$ cat config.mk
export PLATFORM = sky130hd
export DESIGN_NAME = sense_report
export DESIGN_NICKNAME = d
export VERILOG_FILES = /design/src/sense_report.v
export VERILOG_INCLUDE_DIRS = /design/src
export SDC_FILE = /design/constraint.sdc
export NUM_CORES = 1
export LEC_CHECK = 0
export CAP_MARGIN = 20
export CORE_ASPECT_RATIO = 1.25
export CORE_UTILIZATION = 35
export CTS_CLUSTER_SIZE = 10
export DETAILED_ROUTE_END_ITERATION = 8
export DONT_BUFFER_PORTS = 1
export SLEW_MARGIN = 30
export SYNTH_ARGS = -nofsm -noshare
export SYNTH_HDL_FRONTEND = slang
export SYNTH_SLANG_ARGS = --single-unit
$ cat constraint.sdc
create_clock -name core_clk -period 3.3 [get_ports core_clk]
set_input_delay 0.495 -clock core_clk [delete_from_list [all_inputs] [get_ports core_clk]]
set_output_delay 0.495 -clock core_clk [all_outputs]
set_load 0.05 [all_outputs]
$ cat src/sense_map.vh
// register offsets, bit positions and sizes for status and sense reporting
`ifndef SENSE_MAP_VH
`define SENSE_MAP_VH
// ----------------------------------------
// register byte addresses
// ----------------------------------------
`define A_STAT 12'h000
`define A_SIDX 12'h004
`define A_SDAT 12'h008
`define A_CTRL 12'h00C
// ----------------------------------------
// status byte: position n sits at index 7-n
// ----------------------------------------
`define ST_SM 6
`define ST_CUE 5
`define ST_BUSY 4
`define ST_CE 3
`define ST_DE 2
`define ST_UC 1
`define ST_UE 0
// ----------------------------------------
// sense byte 0 flags, bit n at index 7-n
// ----------------------------------------
`define SB_REJ 7
`define SB_INT 6
`define SB_BOP 5
`define SB_EQC 4
`define SB_DCK 3
`define SB_OVR 2
`define SB2_CORR 6
`define SN_LEN 24
`define SN_LAST 5'h17
`define SN_B0 0
`define SN_B2 2
`define CT_SHARED 0
`define CT_DIAG 1
`define B0_DEF 8'h00
`endif

$ cat src/sense_report.v
// status byte composition and 24-byte sense record for the storage control unit
// How it works
// - selection reject gives unit check alone
// - unit check ending suppresses command chaining
// - late check rides with matching ending bit
// - check after device end uses control-unit end
// - shared unit holds sense until device end
// - busy drive: busy status, never unit check
// - not ready ignored for sense or pending
// - not ready mid-command raises no check
// - unit exception rides ending bit, suppresses chaining
// - unit exception sets no sense
// - non-busy command clears sense, except sense/test
// - sense command sends exactly 24 bytes
// - byte 7 high nibble holds format
// - byte 0 holds six independent flags
// - reject flag for bad or illegal command
// - intervention flag for not ready or diagnostics
// - parity flag; write continues unless fatal
// - equipment flag; fatal fault stops transfer
// - correctable error also sets byte 2 bit 1
// - count field error checks, key field not
// - correct parity on bytes to channel
// - overrun flag and transfer stop
// - unit check bit 6, exception bit 7
// - unit-level busy carries status modifier
`timescale 1ns/100ps
`default_nettype none
`include "sense_map.vh"
module sense_report (
  input wire core_clk,
  input wire srst,
  input wire psel,
  input wire penable,
  input wire pwrite,
  input wire [11:0] paddr,
  input wire [31:0] pwdata,
  output reg [31:0] prdata,
  output reg pready,
  output reg pslverr,
  input wire sel_req,
  input wire sel_bad,
  input wire sel_sense,
  input wire sel_test,
  input wire sel_diag,
  input wire sel_drv_busy,
  input wire sel_pending,
  input wire [7:0] sel_pend_st,
  input wire sel_cu_busy,
  input wire sel_not_ready,
  input wire sel_nr_ok,
  input wire sel_no_data,
  input wire end_ce,
  input wire end_cue,
  input wire end_de,
  input wire err_reject,
  input wire err_parity,
  input wire err_equip,
  input wire err_fatal,
  input wire err_corr,
  input wire err_uncorr,
  input wire err_count,
  input wire err_key,
  input wire err_overrun,
  input wire ex_event,
  input wire st_take,
  input wire de_accept,
  input wire sense_start,
  input wire sense_take,
  output reg [7:0] st_byte,
  output reg st_par,
  output reg st_valid,
  output reg chain_sup,
  output reg stop_xfer,
  output reg hold_path,
  output reg [7:0] sense_byte,
  output reg sense_par,
  output reg sense_valid
);
  // ----------------------------------------
  // state
  // ----------------------------------------
  reg [7:0] sense_q [0:`SN_LEN-1];
  reg [4:0] sidx_q;
  reg [1:0] ctrl_q;
  reg active_q;
  reg uc_pend_q;
  reg ue_pend_q;
  reg [4:0] scnt_q;
  reg [4:0] scnt_d;
  reg [7:0] st_d;
  reg st_new;
  reg clr_sense;
  reg [7:0] b0_set;
  reg uc_sel;
  reg accept_sel;
  wire acc = psel & penable & pready;
  wire wr = acc & pwrite;
  wire late_err;
  wire any_end;

  // key field errors never reach the record
  assign late_err = err_reject | err_parity | err_equip | err_corr
    | err_uncorr | err_count | err_overrun;
  assign any_end = end_ce | end_cue | end_de;

  // ----------------------------------------
  // initial selection and ending status
  // ----------------------------------------
  always @* begin
    st_d = 8'h00;
    st_new = 1'b0;
    clr_sense = 1'b0;
    b0_set = 8'h00;
    uc_sel = 1'b0;
    accept_sel = 1'b0;

    if (sel_req) begin
      st_new = 1'b1;
      // busy outranks every check of the command
      if (sel_drv_busy | sel_pending) begin
        // code validity is not judged here
        st_d = sel_pend_st;
        st_d[`ST_BUSY] = 1'b1;
        st_d[`ST_UC] = 1'b0;
        st_d[`ST_SM] = sel_cu_busy;
      end else if (sel_cu_busy) begin
        st_d[`ST_BUSY] = 1'b1;
        st_d[`ST_SM] = 1'b1;
      end else begin
        clr_sense = ~sel_sense & ~sel_test & ~hold_path;
        if (sel_bad) begin
          b0_set[`SB_REJ] = 1'b1;
          uc_sel = 1'b1;
        end
        if (sel_not_ready & ~sel_sense & ~sel_nr_ok) begin
          b0_set[`SB_INT] = 1'b1;
          uc_sel = 1'b1;
        end
        if (sel_diag & ~ctrl_q[`CT_DIAG]) begin
          b0_set[`SB_INT] = 1'b1;
          uc_sel = 1'b1;
        end
        if (uc_sel) begin
          // a rejected command takes no action at the drive
          st_d[`ST_UC] = 1'b1;
        end else begin
          accept_sel = 1'b1;
          st_d[`ST_CE] = sel_no_data;
          st_d[`ST_DE] = sel_no_data;
        end
      end
    end else if (any_end) begin
      st_new = 1'b1;
      st_d[`ST_CE] = end_ce;
      st_d[`ST_CUE] = end_cue;
      st_d[`ST_DE] = end_de;
      st_d[`ST_UC] = uc_pend_q | late_err;
      st_d[`ST_UE] = ue_pend_q | ex_event;
    end else if (late_err & ~active_q) begin
      // errors with no operation running report at once
      st_new = 1'b1;
      st_d[`ST_UC] = 1'b1;
      st_d[`ST_CUE] = 1'b1;
    end

    if (late_err) begin
      b0_set[`SB_REJ] = b0_set[`SB_REJ] | err_reject;
      b0_set[`SB_BOP] = err_parity;
      b0_set[`SB_EQC] = err_equip;
      b0_set[`SB_DCK] = err_corr | err_uncorr | err_count;
      b0_set[`SB_OVR] = err_overrun;
    end
  end

  // ----------------------------------------
  // sense record, one register per byte
  // ----------------------------------------
  // one register per byte lets a clear reach all bytes at once
  genvar gi;
  generate
    for (gi = 0; gi < `SN_LEN; gi = gi + 1) begin : g_sense
      always @(posedge core_clk) begin
        if (srst) begin
          sense_q[gi] <= `B0_DEF;
        end else if (wr && paddr == `A_SDAT && sidx_q == gi) begin
          // format nibble of byte 7 and detail bytes come from here
          sense_q[gi] <= pwdata[7:0];
        end else if (gi == `SN_B0) begin
          // exception never touches the record
          sense_q[gi] <= (clr_sense ? `B0_DEF : sense_q[gi]) | b0_set;
        end else if (gi == `SN_B2) begin
          sense_q[gi] <= (clr_sense ? `B0_DEF : sense_q[gi])
            | ({8{err_corr}} & (8'h01 << `SB2_CORR));
        end else if (clr_sense) begin
          sense_q[gi] <= `B0_DEF;
        end
      end
    end
  endgenerate
  // ----------------------------------------
  // operation tracking
  // ----------------------------------------
  always @(posedge core_clk) begin
    if (srst) begin
      active_q <= 1'b0;
    end else if (accept_sel & ~sel_no_data) begin
      active_q <= 1'b1;
    end else if (end_de | (accept_sel & sel_no_data)) begin
      active_q <= 1'b0;
    end
  end

  // not ready during a running command is not an error
  always @(posedge core_clk) begin
    if (srst) begin
      uc_pend_q <= 1'b0;
      ue_pend_q <= 1'b0;
    end else if (any_end | sel_req) begin
      uc_pend_q <= 1'b0;
      ue_pend_q <= 1'b0;
    end else begin
      uc_pend_q <= uc_pend_q | (late_err & active_q);
      ue_pend_q <= ue_pend_q | (ex_event & active_q);
    end
  end

  // ----------------------------------------
  // status byte to the channel
  // ----------------------------------------
  always @(posedge core_clk) begin
    if (srst) begin
      st_byte <= 8'h00;
      st_par <= 1'b1;
      st_valid <= 1'b0;
    end else if (st_new) begin
      // a newer status replaces one not yet taken
      st_byte <= st_d;
      st_par <= ~^st_d;
      st_valid <= 1'b1;
    end else if (st_take) begin
      st_valid <= 1'b0;
    end
  end

  // ----------------------------------------
  // chaining, transfer stop and path hold
  // ----------------------------------------
  // set wins over the clear by the next selection
  always @(posedge core_clk) begin
    if (srst) begin
      chain_sup <= 1'b0;
    end else if (st_new & (st_d[`ST_UC] | st_d[`ST_UE] | st_d[`ST_BUSY])) begin
      chain_sup <= 1'b1;
    end else if (sel_req) begin
      chain_sup <= 1'b0;
    end
  end

  // parity alone lets a write run on
  always @(posedge core_clk) begin
    if (srst) begin
      stop_xfer <= 1'b0;
    end else begin
      stop_xfer <= err_overrun | (err_fatal & late_err);
    end
  end

  // sense and the drive path stay reserved until device end is taken
  always @(posedge core_clk) begin
    if (srst) begin
      hold_path <= 1'b0;
    end else if (st_new & st_d[`ST_UC] & st_d[`ST_CE] & ~st_d[`ST_DE]
                 & ctrl_q[`CT_SHARED]) begin
      hold_path <= 1'b1;
    end else if (de_accept) begin
      hold_path <= 1'b0;
    end
  end

  // ----------------------------------------
  // sense transfer to the channel
  // ----------------------------------------
  // the count restarts on every sense command
  always @* begin
    scnt_d = scnt_q;
    if (sense_start) begin
      scnt_d = 5'h00;
    end else if (sense_valid & sense_take) begin
      scnt_d = scnt_q + 5'h01;
    end
  end

  // the byte follows the next count so it stands with valid
  always @(posedge core_clk) begin
    if (srst) begin
      scnt_q <= 5'h00;
      sense_valid <= 1'b0;
      sense_byte <= 8'h00;
      sense_par <= 1'b1;
    end else begin
      scnt_q <= scnt_d;
      if (sense_start) begin
        sense_valid <= 1'b1;
      end else if (sense_valid & sense_take & scnt_q == `SN_LAST) begin
        sense_valid <= 1'b0;
      end
      if (scnt_d <= `SN_LAST) begin
        sense_byte <= sense_q[scnt_d];
        sense_par <= ~^sense_q[scnt_d];
      end
    end
  end

  // ----------------------------------------
  // apb slave, one wait state
  // ----------------------------------------
  always @(posedge core_clk) begin
    if (srst) begin
      pready <= 1'b0;
      pslverr <= 1'b0;
      prdata <= 32'h0000_0000;
    end else begin
      pready <= psel & penable & ~pready;
      pslverr <= 1'b0;
      prdata <= 32'h0000_0000;
      // data is latched one cycle ahead so it stands with pready
      if (psel & penable & ~pready) begin
        // refused addresses answer with an error and zero data
        case (paddr)
          `A_STAT: begin
            prdata <= {20'h0_0000, active_q, hold_path,
                       chain_sup, st_valid, st_byte};
          end
          `A_SIDX: begin
            prdata <= {27'h000_0000, sidx_q};
          end
          `A_SDAT: begin
            prdata <= {24'h00_0000, sense_q[sidx_q]};
          end
          `A_CTRL: begin
            prdata <= {30'h0000_0000, ctrl_q};
          end
          default: begin
            pslverr <= 1'b1;
          end
        endcase
      end
    end
  end

  // ----------------------------------------
  // software registers
  // ----------------------------------------
  // an index past the last sense byte is ignored
  always @(posedge core_clk) begin
    if (srst) begin
      sidx_q <= 5'h00;
      ctrl_q <= 2'b00;
    end else begin
      if (wr && paddr == `A_SIDX && pwdata[4:0] <= `SN_LAST) begin
        sidx_q <= pwdata[4:0];
      end
      if (wr && paddr == `A_CTRL) begin
        ctrl_q <= pwdata[1:0];
      end
    end
  end
endmodule
`default_nettype wire

Word level (Yosys, flattened, before mapping)
Memories as Yosys holds them, arrays and structs flattened. A register that Yosys moved wholly into a read port is not among the register bits. Index checks and enable logic that the tools add are counted.

Memory bits (writable): 192. Bits of input ports: 85. Register bits: 72. Output and inout port bits: 57. Memories: 1.

Add/subtract/negate cells: 1. Order comparisons: 2. Eq/ne operators: 27. Multiplexer cells: 253. Reduce and logical (&&, ||, !) cells: 40. Bitwise logic cells: 103.

Memory list: sense_q (words 24, width 8, read ports 4, clocked after memory_dff 1, write ports 24, RTL line sense_report.v:83) `` reg [7:0] sense_q [0:`SN_LEN-1]; ``.

Operators with widths (number): 8-bit two-way mux (50); 1-bit two-way mux (188); 1-bit OR (69); 12-bit one-hot mux with 4 select lines (1); 5-bit == test, second input constant (9); 5-bit by 4-bit == test with 1-bit output, second input constant (8); 1-bit logical AND (28); 12-bit by 4-bit == test with 1-bit output, second input constant (2); 1-bit AND (22); 5-bit by 3-bit == test with 1-bit output, second input constant (4); 5-bit two-way mux (4); 8-bit XNOR reduction (2); 12-bit by 3-bit == test with 1-bit output, second input constant (1); 12-bit logical NOT (1); 2-bit two-way mux (6); 4-bit two-way mux (3); 5-bit by 2-bit == test with 1-bit output, second input constant (2); 5-bit <= comparator, second input constant (2); 1-bit NOT (10); 2-bit nonzero test (5); 8-bit by 7-bit OR with 8-bit output (1); 8-bit OR (1); 5-bit by 1-bit adder with 5-bit output, second input constant (1); 5-bit by 1-bit == test with 1-bit output, second input constant (1); 4 further kinds (5).

Depth between registers and ports, before layout
Depth in word-level cells: 17. Depth in mapped cells: 13. Depth with buffers taken out: 12.

Worst setup path before layout
OpenSTA, ideal clock, no wires.

Kind: reg2reg. From: register sense_valid. To: register sense_par. Slack: 0.213 ns. Arrival: 2.960 ns. Stages on the path, launching flop included: 12. Path buffers: 2. Setup time: 0.127 ns. Clock period less this slack: 3.087 ns. Cells stage by stage: dfxtp_1 > and2_4 > mux2i_2 > buf_6 > buf_4 > mux2i_1 > nand2_1 > a311o_1 > a31oi_1 > xnor3_1 > xnor2_1 > o21ai_1.

Word-level cells in the longest chain between the ends: 5. Elaborated cells between the ends (all ways): 6. Classes of those cells: order compare: 1; mux: 2; bitwise: 1; reduce/logical: 1; memory: 1.

Ends and longest elaborated chain: from (decl) (RTL line sense_report.v:78) `output reg sense_valid`; from (signal assigned) (RTL line sense_report.v:298) `sense_valid <= 1'b0;`; from (signal assigned) (RTL line sense_report.v:304) `sense_valid <= 1'b1;`; from (signal assigned) (RTL line sense_report.v:306) `sense_valid <= 1'b0;`; 1-bit AND * (RTL line sense_report.v:289) `end else if (sense_valid & sense_take) begin`; 5-bit two-way mux * (RTL line sense_report.v:289); 5-bit two-way mux * (RTL line sense_report.v:287) `if (sense_start) begin`; memory read 24 x 8 bit; 8-bit XNOR reduction (RTL line sense_report.v:310) `sense_par <= ~^sense_q[scnt_d];`; to (signal assigned) (RTL line sense_report.v:310); to (decl) (RTL line sense_report.v:77) `output reg sense_par,`.

Mark *: on every way between the ends. The rest lies on a longest branch, timed or not. A chain may end at the register's enable or synchronous reset.

Final worst setup path
Ends and elaborated chain as after synthesis.

==> results.md <==
* TritonRoute pass-1 iters at 5
* Post-DR vias/cell at 5.49
* Yosys cell types at 57
* CP max stage delay at 0.42 ns
* CP bufs+invs at 2
* VDD IR max at 0.000294 V
* CP top delay family: compound AO/OA/AOI/OAI gates
* Mux contribution to synthesized area at 0.206
* I/O Pins at 142
* Worst Clk Skew at 0.0155 ns
* Max-cap viol count at 0
* Most used cell, CP: xnor2_1
* First-pass GRT wire length at 57500 µm
* Max-slew violations at 0
* CTS Buf Count at 28
* Hold Path Depth at 1
* Post-synthesis area per instance at 12.3 µm²
* DRC Markers at 0
* R2R Setup Slk at 0.15 ns
* CORE AREA at 37400 µm²
* Power Density at 466 nW/µm²
* Hold Path Sink: st_byte[7]
* Pin count of the biggest net entering global routing at 49
* Final setup TNS at 0 ns
* Die area at 38900 µm²
* Post-synthesis adder-cell area fraction at 0.00187
* Yosys warnings at 0
* CP required at 3.74 ns
* Wire per inst at 23.8 µm
* Remaining global-route overflow at 0
* Fraction of layout cells with a size suffix above 1 at 0.183
* RSZ-0062 raised after global routing: false
* Synthesis-stage register bit count at 249
* Slew @ Worst Pin at 0.697 ns
* Synthesized instance count at 1088
* Post-Synth Simple-Gate Area at 0.167
* R2r endpoint: sense_par
* Initial DRC Count at 747
* Area fraction of the dominant cell type after synthesis at 0.432
* Worst path slowest cell: dfxtp_1
* Period Utilization, post-route at 0.956
* Most frequent cells after synthesis: and2_1, edfxtp_1, mux2i_1
* Cell Area, Placed at 14300 µm²
* Critical path fanouts, max at 21
* Worst-Skew Late Latency at 0.56 ns
* Top_reg_cell synth: edfxtp_1
* Area Overhead vs Synth at 13.2%
* Final WS setup at 0.145 ns
* Final Hold Viols at 0
* Dpl hpwl at 27400 µm
* Final wirelength at 39000 µm
* Fill count at 3497
* FF-to-FF path depth at 11
* Hold Path Class: in -> reg
* Hold WS at 0.0152 ns
* Tmin final at 3.15 ns
* CP Depth at 11
* Type of origin of the critical path: flop
* Routability cong. at 0.888
* Die Ht at 220 µm
* All-Layer GR Usage at 0.202
* Most numerous cell in the Yosys netlist: and2_1
* Area of the multi-input gates at 6050 µm²
* Critical Path AT at 3.60 ns
* H-tree Lvls at 1
* Sequential area share after synthesis at 0.517
* Worst-path cell chain: and2_4 -> mux2i_4 -> buf_12 -> buf_4 -> mux4_2 -> a221o_1 -> a21oi_2 -> xnor2_1 -> xnor3_1 -> xnor2_1 -> o21ai_1
* Worst setup EP type: flop
* Reg2Reg Launch Point: sense_valid
* Routed via count at 8993
* Clock tree root buffer cell: clkbuf_16
* Biggest area consumer among synthesized cells: edfxtp_1
* DIE WIDTH at 177 µm
* Peak Freq at 317 MHz
* Place WS at 0.118 ns
* Slew headroom at 0.534
* Largest family of logic cells by synthesized area: multiplexers
* Setup violators final at 0
* # rows at 79
* Mapped Area at 13400 µm²
* Initial Util at 0.357
* Number of setup buffers added after CTS at 0
* Finished Cell Area at 15100 µm²
* Port bufs at 0
* Via count of the first global-routing pass at 8960
* Post-Synth XOR/XNOR Area at 0.00993
* Leak at 5.68 nW
* Clock tree buffer depth at 3
* Asr flop ratio synth at 0
* TritonCTS Sinks at 249
* TritonCTS clock tree: built
* Outcome: completed
* Clock-pin slew on the worst setup and hold paths at 0.06 ns
* Min-delay src: srst
* Crit path kind: reg -> reg
* Routed Antenna Nets at 0
* Complex-gate fraction of the synthesized area at 0.0593
* Top cells by area, synth: edfxtp_1, mux4_2, and2_1
* N_diodes at 0
* Register area at 6910 µm²
* Initial antenna violation count at 1
* Nets@finish at 1218
* Number of synthesized flops with an enable pin at 192
metrics by stage:
stage / utilization / total power, mW / instances
floorplan: - / 4.11 / 1113
global placement: 0.381 / 4.23 / 1581
detailed placement: 0.381 / 4.25 / 1581
CTS: 0.405 / 7.10 / 1638
global route: 0.405 / 7.26 / 1638
finish: 0.405 / 7.05 / 1638
layout make-up:
cell class,count,area share
sequential,249,0.457
multi-input combinational,764,0.400
clock buffer,51,0.0535
timing repair buffer,84,0.0485
tap,486,0.0402
inverter,4,0.000993
worst max-delay path by stage:
stage	start	end	slack, ns
2_1_floorplan	sense_valid	sense_par	0.21
3_3_place_gp	scnt_q[0]	sense_par	0.11
3_5_place_dp	scnt_q[0]	sense_par	0.12
4_1_cts	scnt_q[0]	sense_par	0.10
5_1_grt	sense_valid	sense_par	0.02
6_report	sense_valid	sense_par	0.15
state kept, by name, indices dropped and copies added, names as in the netlist, 2 cells and up, named ones only:
name and cells:
sidx_q 5, ctrl_q 2, sense_q 192, sense_byte 8, scnt_q 5, prdata 12
st_byte 8
power breakdown:
group / switching [mW] / total [mW] / internal [mW]
clock: 1.22 / 2.85 / 1.63
combinational: 0.299 / 0.522 / 0.224
sequential: 0.168 / 3.67 / 3.50
total: 1.69 / 7.05 / 5.36
layout by cell type, fill, tap and decap left out, types with 9 or more instances in the layout:
cell | Yosys | final
buf_4 | 29 | 71
a211oi_1 | 10 | 10
nand3_1 | 12 | 12
mux2_2 | 9 | 9
conb_1 | 2 | 27
o21ai_0 | 33 | 33
and2_1 | 193 | 193
clkbuf_16 | 0 | 29
dfxtp_1 | 57 | 55
a21oi_1 | 43 | 43
mux2i_1 | 88 | 87
mux4_2 | 76 | 76
nand2b_1 | 9 | 9
nand2_1 | 71 | 71
nor2_1 | 86 | 85
clkbuf_1 | 47 | 22
edfxtp_1 | 192 | 192
timing repair:
action / in CTS / in global routing
hold buffers: 6 / 0
setup endpoints to repair: 0 / 1
resized for setup: 0 / 1
endpoints found under the hold margin: 16 / 0
routing by layer:
metal	global-route usage	up-vias	wire, µm
met5	0	-	13
met4	0.0911	2	1700
met3	0.0304	79	2670
met2	0.357	387	19500
met1	0.241	4484	15200
li1	-	4041	-
kinds of logic (layout without fill, tap and decap cells):
group                    after synthesis  count (layout)
buffers and inverters                100             139
AO/OA/AOI/OAI                        128             128
adder cells (fa/ha/maj)                2               2
other                                  2              27
multiplexers                         176             176
flip-flops                           249             249
XOR/XNOR                              12              12
AND/OR/NAND/NOR                      419             419
Note: power is estimated with default switching activity, not from simulation.
